--- src/core/rsr_params.svh ---
`ifndef RSR_PARAMS_SVH
`define RSR_PARAMS_SVH
// Register offsets on the serial port (6-bit address field)
`define RSR_ADDR_TUNE_HIGH 6'h2D
`define RSR_ADDR_TUNE_LOW 6'h2E
`define RSR_ADDR_PART 6'h30
`define RSR_ADDR_REV 6'h31
`define RSR_ADDR_FREQ_EST 6'h32
`define RSR_ADDR_LQI 6'h33
`define RSR_ADDR_SIGNAL_STRENGTH_LEVEL 6'h34
`define RSR_ADDR_FSM 6'h35
`define RSR_ADDR_STATUS_BASE 6'h30
// Reset values
`define RSR_TUNE_HIGH_RST 8'h31
`define RSR_TUNE_HIGH_RET 8'h35
`define RSR_TUNE_LOW_RST 8'h0B
// Field positions
`define RSR_HDR_READ_BIT 7
`define RSR_HDR_BURST_BIT 6
`define RSR_OSC_CAL_EN_BIT 1
`define RSR_CRC_OK_BIT 7
// Radio controller state codes
`define RSR_FSM_SLEEP 5'h00
`define RSR_FSM_IDLE 5'h01
`define RSR_FSM_CRYSTAL_OFF_STATE 5'h02
`define RSR_FSM_RX 5'h0D
`define RSR_FSM_RX_OVERFLOW 5'h11
`define RSR_FSM_TX 5'h13
`define RSR_FSM_TX_UNDERFLOW 5'h16
// Link quality averaging window in symbols
`define RSR_LQI_SYMBOLS 64
`endif

--- src/core/rsr_pkg.sv ---
package rsr_pkg;
  // Live demodulator and controller status, all on the system clock
  typedef struct packed {
    logic [7:0] freq_est;
    logic fsk_mode;
    logic [7:0] signal_strength_level;
    logic [4:0] fsm_state;
  } rsr_demod_s;

  // Per-symbol quality stream behind the sync word
  typedef struct packed {
    logic sync_found;
    logic sym_valid;
    logic [6:0] sym_quality;
  } rsr_symq_s;

  // Serial port byte phase
  typedef enum logic {
    RSR_PH_HEADER,
    RSR_PH_DATA
  } rsr_phase_e;
endpackage

--- src/core/rsr_status_regs.sv ---
`timescale 1ns/1ps
`default_nettype none
`include "rsr_params.svh"
// How it works
// - Wake from low power forces internal analog tune high to 0x31 or 0x35.
// - Host reads of analog tune high return 0x31 after wake; inversion stays internal.
// - Analog tune low bit 1, reset one, enables oscillator-select calibration stage.
// - Two read-only bytes give part code and silicon revision code.
// - Carrier offset reads as 8-bit two's complement, step crystal over 2^14.
// - Carrier offset reads zero unless frequency-shift or minimum-shift modulation.
// - Link quality bit 7 shows last CRC match, cleared on receive entry.
// - Link quality low 7 bits average 64 symbols following sync detection.
// - Signal strength register holds the current 8-bit strength indication.
// - Controller state reads as 5-bit code, upper three bits zero.
// - Chip select low during sleep or crystal-off wakes the device to idle.
module rsr_status_regs
  import rsr_pkg::*;
#(
  parameter int LQI_SYMBOLS = `RSR_LQI_SYMBOLS,
  parameter logic [7:0] PART_CODE = 8'hA5, // Arbitrary value
  parameter logic [7:0] REV_CODE = 8'h5A // Arbitrary value
)(
  input wire logic clk_i,
  input wire logic rstn_i,
  input wire logic chip_select_low_active_i,
  input wire logic spi_sclk_i,
  input wire logic spi_mosi_i,
  output logic spi_miso_o,
  output logic spi_miso_oe_o,
  input wire rsr_demod_s demod_i,
  input wire rsr_symq_s symq_i,
  input wire logic crc_done_i,
  input wire logic crc_match_i,
  input wire logic rx_enter_i,
  input wire logic low_power_i,
  input wire logic analog_retention_setting_i,
  output logic wake_o,
  output logic [7:0] analog_tune_high_o,
  output logic [7:0] analog_tune_low_o,
  output logic osc_select_cal_enable_o
);
  localparam int LQI_W = $clog2(LQI_SYMBOLS);

  // ==========================================================
  // Parameter checks
  // The average divides by shifting, so only a power-of-two window works
  if (LQI_SYMBOLS < 2 || (1 << LQI_W) != LQI_SYMBOLS)
    $error("LQI_SYMBOLS must be a power of two");

  // ==========================================================
  // Reset release and pin synchronisers
  logic [1:0] rst_sync_ff;
  logic rst_n;
  logic [1:0] csn_sync_ff;
  logic [1:0] sclk_sync_ff;
  logic [1:0] mosi_sync_ff;
  logic csn_d_ff;
  logic sclk_d_ff;

  always_ff @(posedge clk_i or negedge rstn_i)
  begin
    if (!rstn_i)
      rst_sync_ff <= 2'h0;
    else
      rst_sync_ff <= {rst_sync_ff[0], 1'b1};
  end
  assign rst_n = rst_sync_ff[1];

  // Pins are asynchronous to clk_i, so each passes two flops first
  always_ff @(posedge clk_i or negedge rst_n)
  begin
    if (!rst_n)
    begin
      csn_sync_ff <= 2'h3;
      sclk_sync_ff <= 2'h0;
      mosi_sync_ff <= 2'h0;
      csn_d_ff <= 1'b1;
      sclk_d_ff <= 1'b0;
    end
    else
    begin
      csn_sync_ff <= {csn_sync_ff[0], chip_select_low_active_i};
      sclk_sync_ff <= {sclk_sync_ff[0], spi_sclk_i};
      mosi_sync_ff <= {mosi_sync_ff[0], spi_mosi_i};
      csn_d_ff <= csn_sync_ff[1];
      sclk_d_ff <= sclk_sync_ff[1];
    end
  end

  // Edge strobes; sclk must run well under clk_i/4 for this sampling
  wire cs_active = !csn_sync_ff[1];
  wire cs_fall = csn_d_ff && !csn_sync_ff[1];
  wire sclk_rise = cs_active && sclk_sync_ff[1] && !sclk_d_ff;
  wire sclk_fall = cs_active && !sclk_sync_ff[1] && sclk_d_ff;

  // ==========================================================
  // Register storage and status capture
  logic [7:0] tune_high_ff;
  logic [7:0] tune_low_ff;
  logic retain_inv_ff;
  logic crc_ok_ff;
  logic [6:0] lqi_ff;
  logic [LQI_W+6:0] lqi_sum_ff;
  logic [LQI_W-1:0] lqi_cnt_ff;
  logic lqi_run_ff;

  // Serial port state
  rsr_phase_e phase_ff;
  logic [2:0] bit_cnt_ff;
  logic [7:0] rx_sh_ff;
  logic [7:0] tx_sh_ff;
  logic [5:0] addr_ff;
  logic is_read_ff;
  logic is_burst_ff;
  logic miso_ff;
  logic miso_oe_ff;
  logic wake_ff;

  // Read mux shared by header and burst continuation
  function automatic logic [7:0] rd_value(input logic [5:0] a);
    case (a)
      `RSR_ADDR_TUNE_HIGH: rd_value = tune_high_ff;
      `RSR_ADDR_TUNE_LOW: rd_value = tune_low_ff;
      `RSR_ADDR_PART: rd_value = PART_CODE;
      `RSR_ADDR_REV: rd_value = REV_CODE;
      `RSR_ADDR_FREQ_EST: rd_value = demod_i.fsk_mode ? demod_i.freq_est : 8'h00;
      `RSR_ADDR_LQI: rd_value = {crc_ok_ff, lqi_ff};
      `RSR_ADDR_SIGNAL_STRENGTH_LEVEL: rd_value = demod_i.signal_strength_level;
      `RSR_ADDR_FSM: rd_value = {3'h0, demod_i.fsm_state};
      default: rd_value = 8'h00;
    endcase
  endfunction

  wire [7:0] rx_byte = {rx_sh_ff[6:0], mosi_sync_ff[1]};
  wire byte_done = sclk_rise && (bit_cnt_ff == 3'h7);
  // status range is reachable only with the burst flag
  wire hdr_status_strobe = (rx_byte[5:0] >= `RSR_ADDR_STATUS_BASE)
                           && !rx_byte[`RSR_HDR_BURST_BIT];
  wire [5:0] next_addr = (phase_ff == RSR_PH_HEADER) ? rx_byte[5:0] : addr_ff + 6'h01;
  // Single access without burst keeps its address, so a second byte repeats it
  wire [5:0] sel_addr = (phase_ff == RSR_PH_DATA && !is_burst_ff) ? addr_ff : next_addr;
  // header phase shifts out status; data bits only for a true read
  wire miso_gate = (phase_ff == RSR_PH_HEADER) || is_read_ff;
  wire do_write = byte_done && (phase_ff == RSR_PH_DATA) && !is_read_ff;
  wire wake_evt = cs_fall && low_power_i;
  wire [7:0] status_byte = {3'h0, demod_i.fsm_state};

  // chip select low while asleep wakes the controller
  always_ff @(posedge clk_i or negedge rst_n)
  begin
    if (!rst_n)
      wake_ff <= 1'b0;
    else
      wake_ff <= wake_evt;
  end

  // Analog tune storage; wake restores the host-visible reset value
  always_ff @(posedge clk_i or negedge rst_n)
  begin
    if (!rst_n)
    begin
      tune_high_ff <= `RSR_TUNE_HIGH_RST;
      tune_low_ff <= `RSR_TUNE_LOW_RST;
      retain_inv_ff <= 1'b0;
    end
    else if (wake_evt)
    begin
      // readback reset, retention choice held internally
      tune_high_ff <= `RSR_TUNE_HIGH_RST;
      retain_inv_ff <= analog_retention_setting_i;
    end
    else if (do_write && addr_ff == `RSR_ADDR_TUNE_HIGH)
    begin
      tune_high_ff <= rx_byte;
      retain_inv_ff <= 1'b0;
    end
    else if (do_write && addr_ff == `RSR_ADDR_TUNE_LOW)
      tune_low_ff <= rx_byte;
  end

  // Analog-side copies; retention variant differs only on this path
  always_ff @(posedge clk_i or negedge rst_n)
  begin
    if (!rst_n)
    begin
      analog_tune_high_o <= `RSR_TUNE_HIGH_RST;
      analog_tune_low_o <= `RSR_TUNE_LOW_RST;
      osc_select_cal_enable_o <= 1'b1;
    end
    else
    begin
      // retention value seen only by analog
      analog_tune_high_o <= retain_inv_ff ? `RSR_TUNE_HIGH_RET : tune_high_ff;
      analog_tune_low_o <= tune_low_ff;
      osc_select_cal_enable_o <= tune_low_ff[`RSR_OSC_CAL_EN_BIT];
    end
  end

  // CRC flag: a new result wins over a receive-entry clear
  always_ff @(posedge clk_i or negedge rst_n)
  begin
    if (!rst_n)
      crc_ok_ff <= 1'b0;
    // last compare, cleared on receive entry
    else if (crc_done_i)
      crc_ok_ff <= crc_match_i;
    else if (rx_enter_i)
      crc_ok_ff <= 1'b0;
  end

  // average quality over the window after sync
  wire [LQI_W+6:0] lqi_sum_nxt = lqi_sum_ff + {{LQI_W{1'b0}}, symq_i.sym_quality};
  always_ff @(posedge clk_i or negedge rst_n)
  begin
    if (!rst_n)
    begin
      lqi_ff <= 7'h00;
      lqi_sum_ff <= '0;
      lqi_cnt_ff <= '0;
      lqi_run_ff <= 1'b0;
    end
    else if (symq_i.sync_found)
    begin
      lqi_sum_ff <= '0;
      lqi_cnt_ff <= '0;
      lqi_run_ff <= 1'b1;
    end
    else if (lqi_run_ff && symq_i.sym_valid)
    begin
      lqi_sum_ff <= lqi_sum_nxt;
      lqi_cnt_ff <= lqi_cnt_ff + 1'b1;
      if (&lqi_cnt_ff)
      begin
        lqi_ff <= lqi_sum_nxt[LQI_W+6:LQI_W];
        lqi_run_ff <= 1'b0;
      end
    end
  end

  // ==========================================================
  // Serial port: header byte then data bytes, auto-increment in burst
  always_ff @(posedge clk_i or negedge rst_n)
  begin
    if (!rst_n)
    begin
      phase_ff <= RSR_PH_HEADER;
      bit_cnt_ff <= 3'h0;
      rx_sh_ff <= 8'h00;
      tx_sh_ff <= 8'h00;
      addr_ff <= 6'h00;
      is_read_ff <= 1'b0;
      is_burst_ff <= 1'b0;
    end
    else if (!cs_active)
    begin
      phase_ff <= RSR_PH_HEADER;
      bit_cnt_ff <= 3'h0;
    end
    else if (cs_fall)
      tx_sh_ff <= status_byte;
    else if (sclk_rise)
    begin
      rx_sh_ff <= rx_byte;
      bit_cnt_ff <= bit_cnt_ff + 3'h1;
      if (byte_done)
      begin
        phase_ff <= RSR_PH_DATA;
        addr_ff <= sel_addr;
        tx_sh_ff <= rd_value(sel_addr);
        if (phase_ff == RSR_PH_HEADER)
        begin
          // plain-form status address is a strobe, read as zero
          is_read_ff <= rx_byte[`RSR_HDR_READ_BIT] && !hdr_status_strobe;
          is_burst_ff <= rx_byte[`RSR_HDR_BURST_BIT];
        end
      end
    end
    else if (sclk_fall && bit_cnt_ff != 3'h0)
      tx_sh_ff <= {tx_sh_ff[6:0], 1'b0};
  end

  // Output bit changes on falling clock so the host samples it stable
  always_ff @(posedge clk_i or negedge rst_n)
  begin
    if (!rst_n)
    begin
      miso_ff <= 1'b0;
      miso_oe_ff <= 1'b0;
    end
    else
    begin
      miso_oe_ff <= cs_active;
      if (cs_fall)
        miso_ff <= status_byte[7];
      else if (sclk_fall)
        miso_ff <= miso_gate && ((bit_cnt_ff == 3'h0) ? tx_sh_ff[7] : tx_sh_ff[6]);
    end
  end

  assign spi_miso_o = miso_ff;
  assign spi_miso_oe_o = miso_oe_ff;
  assign wake_o = wake_ff;
endmodule
`default_nettype wire

--- config.mk ---
export PLATFORM = sky130hd
export DESIGN_NAME = rsr_status_regs
export DESIGN_NICKNAME = d
export VERILOG_FILES = /design/src/core/rsr_pkg.sv /design/src/core/rsr_status_regs.sv
export VERILOG_INCLUDE_DIRS = /design/src /design/src/core
export SDC_FILE = /design/constraint.sdc
export NUM_CORES = 1
export LEC_CHECK = 0
export BUFFER_PORTS_ARGS = -buffer_cell sky130_fd_sc_hd__buf_4
export CORE_ASPECT_RATIO = 2
export CORE_MARGIN = 2
export CORE_UTILIZATION = 30
export CTS_CLUSTER_DIAMETER = 100
export DETAILED_ROUTE_END_ITERATION = 8
export GPL_ROUTABILITY_DRIVEN = 0
export GPL_TIMING_DRIVEN = 0
export HOLD_SLACK_MARGIN = 0.06
export MAX_ROUTING_LAYER = met4
export PLACE_DENSITY = 0.51
export SETUP_SLACK_MARGIN = 0.3
export SYNTH_ARGS = -nofsm -noshare
export SYNTH_HDL_FRONTEND = slang
export SYNTH_SLANG_ARGS = --single-unit
export TNS_END_PERCENT = 20
--- constraint.sdc ---
create_clock -name clk_i -period 2.75 [get_ports clk_i]
set_input_delay 0.55 -clock clk_i [delete_from_list [all_inputs] [get_ports clk_i]]
set_output_delay 0.55 -clock clk_i [all_outputs]
set_load 0.01 [all_outputs]
## Yosys cells after proc, flatten, opt, wreduce, memory -nomap -nowiden

Index checks and enable logic that the tools add are counted.

- Register bits after elaboration: 102
- Input port bits: 41
- Output and inout port bits: 20
- Logic and storage cells: 128

- Add/sub/neg operators: 4
- Order comparisons: 1
- Equal/unequal tests: 13
- Mux-type cells: 32
- Bitwise gates (word level): 6
- Reductions and logical operators: 45

Operators with widths:

| cell | number |
|---|---|
| 8-bit 2-to-1 mux | 8 |
| 8-bit one-hot mux with 8 select lines | 1 |
| 6-bit equality test (second input constant) | 10 |
| 13-bit 2-to-1 mux | 2 |
| 6-bit 2-to-1 mux | 4 |
| 1-bit logical AND | 17 |
| 1-bit 2-to-1 mux | 14 |
| 2-bit nonzero test | 7 |
| 13-bit by 7-bit adder with 13-bit output | 1 |
| 6-bit by 1-bit adder with 6-bit output (second input constant) | 2 |
| 3-bit AND reduction | 4 |
| 3-bit 2-to-1 mux | 3 |
| 8-bit AND reduction | 1 |
| 1-bit zero test | 7 |
| 6-bit greater-or-equal comparator (second input constant) | 1 |
| 1-bit inverter | 6 |
| 6-bit AND reduction | 1 |
| 3-bit nonzero test | 2 |
| 5-bit AND reduction | 1 |
| 2-bit AND reduction | 2 |
| 4-bit AND reduction | 1 |
| 3-bit by 1-bit adder with 3-bit output (second input constant) | 1 |
| 3-bit equality test (second input constant) | 1 |
| 3-bit zero test | 1 |
| other kinds (3) | 3 |

## Depth between registers and ports, before layout

- Depth after elaboration: 9
- Gate-level depth with buffers: 10

## Worst setup path after synthesis

No wires, ideal clock.

- Path kind: input to register
- Start point: input symq_i[0] in the netlist's numbering
- End point: register lqi_sum_ff[12]
- Library setup time: 125 ps
- Data arrival time: 2498 ps
- Data required time: 2625 ps
- Path slack: 127 ps
- Stages on the path: 10
- Buffers on the path: 1
- Path through: ha_1 > fa_1 > a21o_1 > a21oi_1 > o21bai_1 > a21o_1 > a21oi_1 > clkbuf_1 > nor4_1 > mux2_2

- Cells in the longest elaborated chain, start to end: 3

RTL lines:

| what | RTL line | text |
|---|---|---|
| from (decl) | rsr_status_regs.sv:31 | `input wire rsr_symq_s symq_i,` |
| 13-bit by 7-bit adder with 13-bit output | rsr_status_regs.sv:212 | `wire [LQI_W+6:0] lqi_sum_nxt = lqi_sum_ff + {{LQI_W{1'b0}}, symq_i.sym_quality};` |
| 13-bit 2-to-1 mux | rsr_status_regs.sv:228 | `else if (lqi_run_ff && symq_i.sym_valid)` |
| 13-bit 2-to-1 mux | rsr_status_regs.sv:222 | `else if (symq_i.sync_found)` |
| to (signal assigned) | rsr_status_regs.sv:230 | `lqi_sum_ff <= lqi_sum_nxt;` |
| to (decl) | rsr_status_regs.sv:103 | `logic [LQI_W+6:0] lqi_sum_ff;` |

Every way passes these cells. The select of a mux whose other input is x is not followed.
A chain may end at the register's enable or synchronous reset.

## Final worst setup path

- Start point: register addr_ff[0]
- End point: register tx_sh_ff[5]

- Cells in the longest elaborated chain, start to end: 8

RTL lines:

| what | RTL line | text |
|---|---|---|
| from (decl) | rsr_status_regs.sv:112 | `logic [5:0] addr_ff;` |
| from (signal assigned) | rsr_status_regs.sv:268 | `addr_ff <= sel_addr;` |
| 6-bit by 1-bit adder with 6-bit output | rsr_status_regs.sv:139 | `wire [5:0] next_addr = (phase_ff == RSR_PH_HEADER) ? rx_byte[5:0] : addr_ff + 6'h01;` |
| 6-bit 2-to-1 mux | rsr_status_regs.sv:139 |  |
| 6-bit 2-to-1 mux (*) | rsr_status_regs.sv:141 | `wire [5:0] sel_addr = (phase_ff == RSR_PH_DATA && !is_burst_ff) ? addr_ff : next_addr;` |
| 6-bit equality test | rsr_status_regs.sv:121 | `case (a)` |
| 8-bit one-hot mux with 8 select lines (*) | rsr_status_regs.sv:121 |  |
| 8-bit 2-to-1 mux (*) | rsr_status_regs.sv:265 | `if (byte_done)` |
| 8-bit 2-to-1 mux (*) | rsr_status_regs.sv:261 | `else if (sclk_rise)` |
| 8-bit 2-to-1 mux (*) | rsr_status_regs.sv:259 | `else if (cs_fall)` |
| to (signal assigned) | rsr_status_regs.sv:260 | `tx_sh_ff <= status_byte;` |
| to (signal assigned) | rsr_status_regs.sv:269 | `tx_sh_ff <= rd_value(sel_addr);` |
| to (signal assigned) | rsr_status_regs.sv:279 | `tx_sh_ff <= {tx_sh_ff[6:0], 1'b0};` |
| to (decl) | rsr_status_regs.sv:111 | `logic [7:0] tx_sh_ff;` |

Mark *: on every way between the ends. The rest lies on a longest branch, timed or not. The select of a mux whose other input is x is not followed.

==> flow_metrics.tcl <==
set metrics [dict create \
    status "complete, no violations" \
    cts.clk_slew.worst_paths_ns 0.07 \
    fin_skew_ns 0.01230 \
    cts_made_buffers 9 \
    htree_levels 3 \
    die_w_um 95.18 \
    hold_class "input pin to flop" \
    power-per-cell-area_nw_per_um2 563.3 \
    drt.antenna.violating_nets 0 \
    path_buf_inv 3 \
    final_util_pct 40.10 \
    rsz0062_at_grt "yes" \
    die_area_sq_um 17740 \
    finalHoldViolations 0 \
    port_buffers 60 \
    synth_edf_count 0 \
    grt_overflow_total 0 \
    post-route-drc-count 0 \
    yosys_most_used_dff "dfrtp_1" \
    maxSlewHeadroom_pct 52.28 \
    cp.required_ns 3.03 \
    drtPass1Iterations 4 \
    dp_slack_ns -0.3090 \
    ys_seq_area_share_pct 51.04 \
    min_period_ns 2.476 \
    mostFrequentLayoutCell "buf_4" \
    critPathArrivalTime_ns 2.76 \
    synth_cells 469 \
    grt_max_degree 51 \
    design_area_sq_um 6524 \
    crit_chain "ha_4 -> and4b_1 -> a221oi_4 -> buf_6 -> nand4_4 -> nor4_4 -> buf_4 -> buf_4 -> a22oi_1 -> a311o_1 -> nand3_1" \
    fillers 1566 \
    clock.fmax_mhz 403.9 \
    grt_util_met1_pct 17.65 \
    synth.distinct_cells 64 \
    use_met3_pct 3.270 \
    antenna_found_initial 0 \
    postPlaceCellArea_sq_um 5725 \
    clock-sinks 101 \
    fin_setup_tns_ns 0 \
    slew_violations 0 \
    path_max_fanout 5 \
    syn_area_sq_um 4989 \
    ys_async_sr_fraction_pct 100.0 \
    synth.avg_cell_area_sq_um 10.64 \
    start_kind "flop" \
    wl_per_cell_um 17.91 \
    routed_via_density 5.127 \
    grt_use_total_pct 16.98 \
    mostFrequentLayoutCells "86 x buf_4, 82 x dfrtp_1, 61 x nand2_1" \
    ir_drop_v 0.0003095 \
    maxCapViolCount 0 \
    first_global_vias 4187 \
    io_pins 61 \
    critical_path_class "flop to flop" \
    routed_wl_um 13930 \
    syn_nets 525 \
    setup_viol 0 \
    root_buffer "clkbuf_16" \
    num_rows 66 \
    vias 3989 \
    ys.warnings.count 0 \
    fin_crit_sh_pct 90.04 \
    p_leak_nw 2.919 \
    fp.coreArea_sq_um 16270 \
    die_y_um 186.4 \
    cpMaxStageDelayCell "dfrtp_2" \
    clock_path_buffers 2 \
    whs_ns 0.3055 \
    path_common_cell "buf_4" \
    dp_cells 734 \
    cpLargestDelayFamily "compound AO/OA/AOI/OAI gates" \
    drt-initial-drc-count 177 \
    grt-busiest-layer "met2" \
    multi_input_area_sq_um 2574 \
    grt_util_met2_pct 28.76 \
    worst_slack_ns 0.2738 \
    ys_seq_elements 101 \
    syn_to_final_growth_pct 30.78 \
    nets 625 \
    worstSkewPairLatency_ns 0.35 \
    crit_path_max_incr_delay_ns 0.47 \
    tightest_slew_ns 0.7104 \
    dp.final_hpwl_um 10290 \
    cp-end-kind "flop" \
    grt_first_pass_wirelength_um 22220 \
    tritoncts "built" \
    seqCellArea_sq_um 2554 \
    start_util_pct 30.66 \
    layout-drive-gt1-share_pct 34.67 \
    diodes 0 \
    p_total_mw 3.675 \
    instances_no_fill 778 \
]
==> Yosys cell counts, types with 5 or more instances <==
master	instances	share of area, %
dfrtp_1	86	43
nand2_1	62	4.7
nor2_1	44	3.3
mux2_2	21	4.7
o21ai_0	18	1.8
a21oi_1	17	1.7
dfstp_2	15	7.9
ha_1	14	3.5
nand3_1	13	1.3
xnor2_1	13	2.3
a221oi_1	12	2.1
inv_1	12	0.90
mux2i_1	10	2.0
clkbuf_1	9	0.68
nor2b_1	9	1.1
nor3_1	7	0.70
or2_2	7	0.88
a22oi_1	6	0.90
nand2b_1	6	0.75
xor2_1	6	1.1
or3_1	5	0.63
==> per-layer routing <==
metal  up-vias  share of wire [%]  routed length [um]
met1      1947                 35                4819
met5         -                  0                   0
met3        46                4.3                 600
met4         0                6.7                 934
li1       1880                  -                   -
met2       116                 54                7579
==> final timing paths <==
path	start	to	slack, ns	cells past startpoint
max	addr_ff[0]	tx_sh_ff[5]	0.27	11
min	chip_select_low_active_i	csn_sync_ff[0]	0.31	1
max reg2reg	addr_ff[0]	tx_sh_ff[5]	0.27	11
min reg2reg	sclk_sync_ff[0]	sclk_sync_ff[1]	0.35	0
max in group asynchronous	rst_sync_ff[1]	csn_d_ff	1.63	1
min in group asynchronous	rst_sync_ff[1]	wake_o	0.37	0
==> power breakdown <==
group          total, mW  switching (mW)  internal [mW]
clock network       1.22           0.576          0.649
registers           1.72           0.137           1.58
logic              0.730           0.390          0.339
==> worst register-to-register path, stage by stage (launching register included) <==
cell      delay (ns)
dfrtp_2         0.47
ha_4            0.19
and4b_1         0.20
a221oi_4        0.25
buf_6           0.15
nand4_4         0.16
nor4_4          0.19
buf_4           0.16
buf_4           0.12
a22oi_1         0.09
a311o_1         0.35
nand3_1         0.08
==> cells by family after synthesis <==
group	synth area share, %
buffers and inverters	2.382
flip-flops	51.04
adder cells (fa/ha/maj)	3.913
other	0.07517
XOR/XNOR	3.336
AND/OR/NAND/NOR	18.23
AO/OA/AOI/OAI	13.52
multiplexers	7.499
==> area by class of cell <==
type                    count  area share [%]
well taps                 204           3.913
flip-flops and latches    101           39.14
multi-input cells         340           39.45
clock buffers              11           3.721
repair buffers             89           11.14
inverters                  13          0.7480
clock inverters             5          0.6329
plain buffers              15           1.247
==> registers in the layout, summed over array words and instances (netlist names), 2 cells and up <==
name and cells:
tune_low_ff 8, lqi_cnt_ff 6, lqi_sum_ff 13, rx_sh_ff 7
tune_high_ff 8, tx_sh_ff 8, lqi_ff 7, analog_tune_high_o 8
mosi_sync_ff 2, addr_ff 6, bit_cnt_ff 3, rst_sync_ff 2
csn_sync_ff 2, analog_tune_low_o 8, sclk_sync_ff 2
==> repair_timing <==
action                                 4_1_cts  5_1_grt
hold buffers                                 1        0
pin swaps                                   20       12
endpoints found under the hold margin        2        0
setup endpoints to repair                   42       40
resized for setup                           35       21
buffers inserted                            23        4
Power figures use the tool's default switching activity.
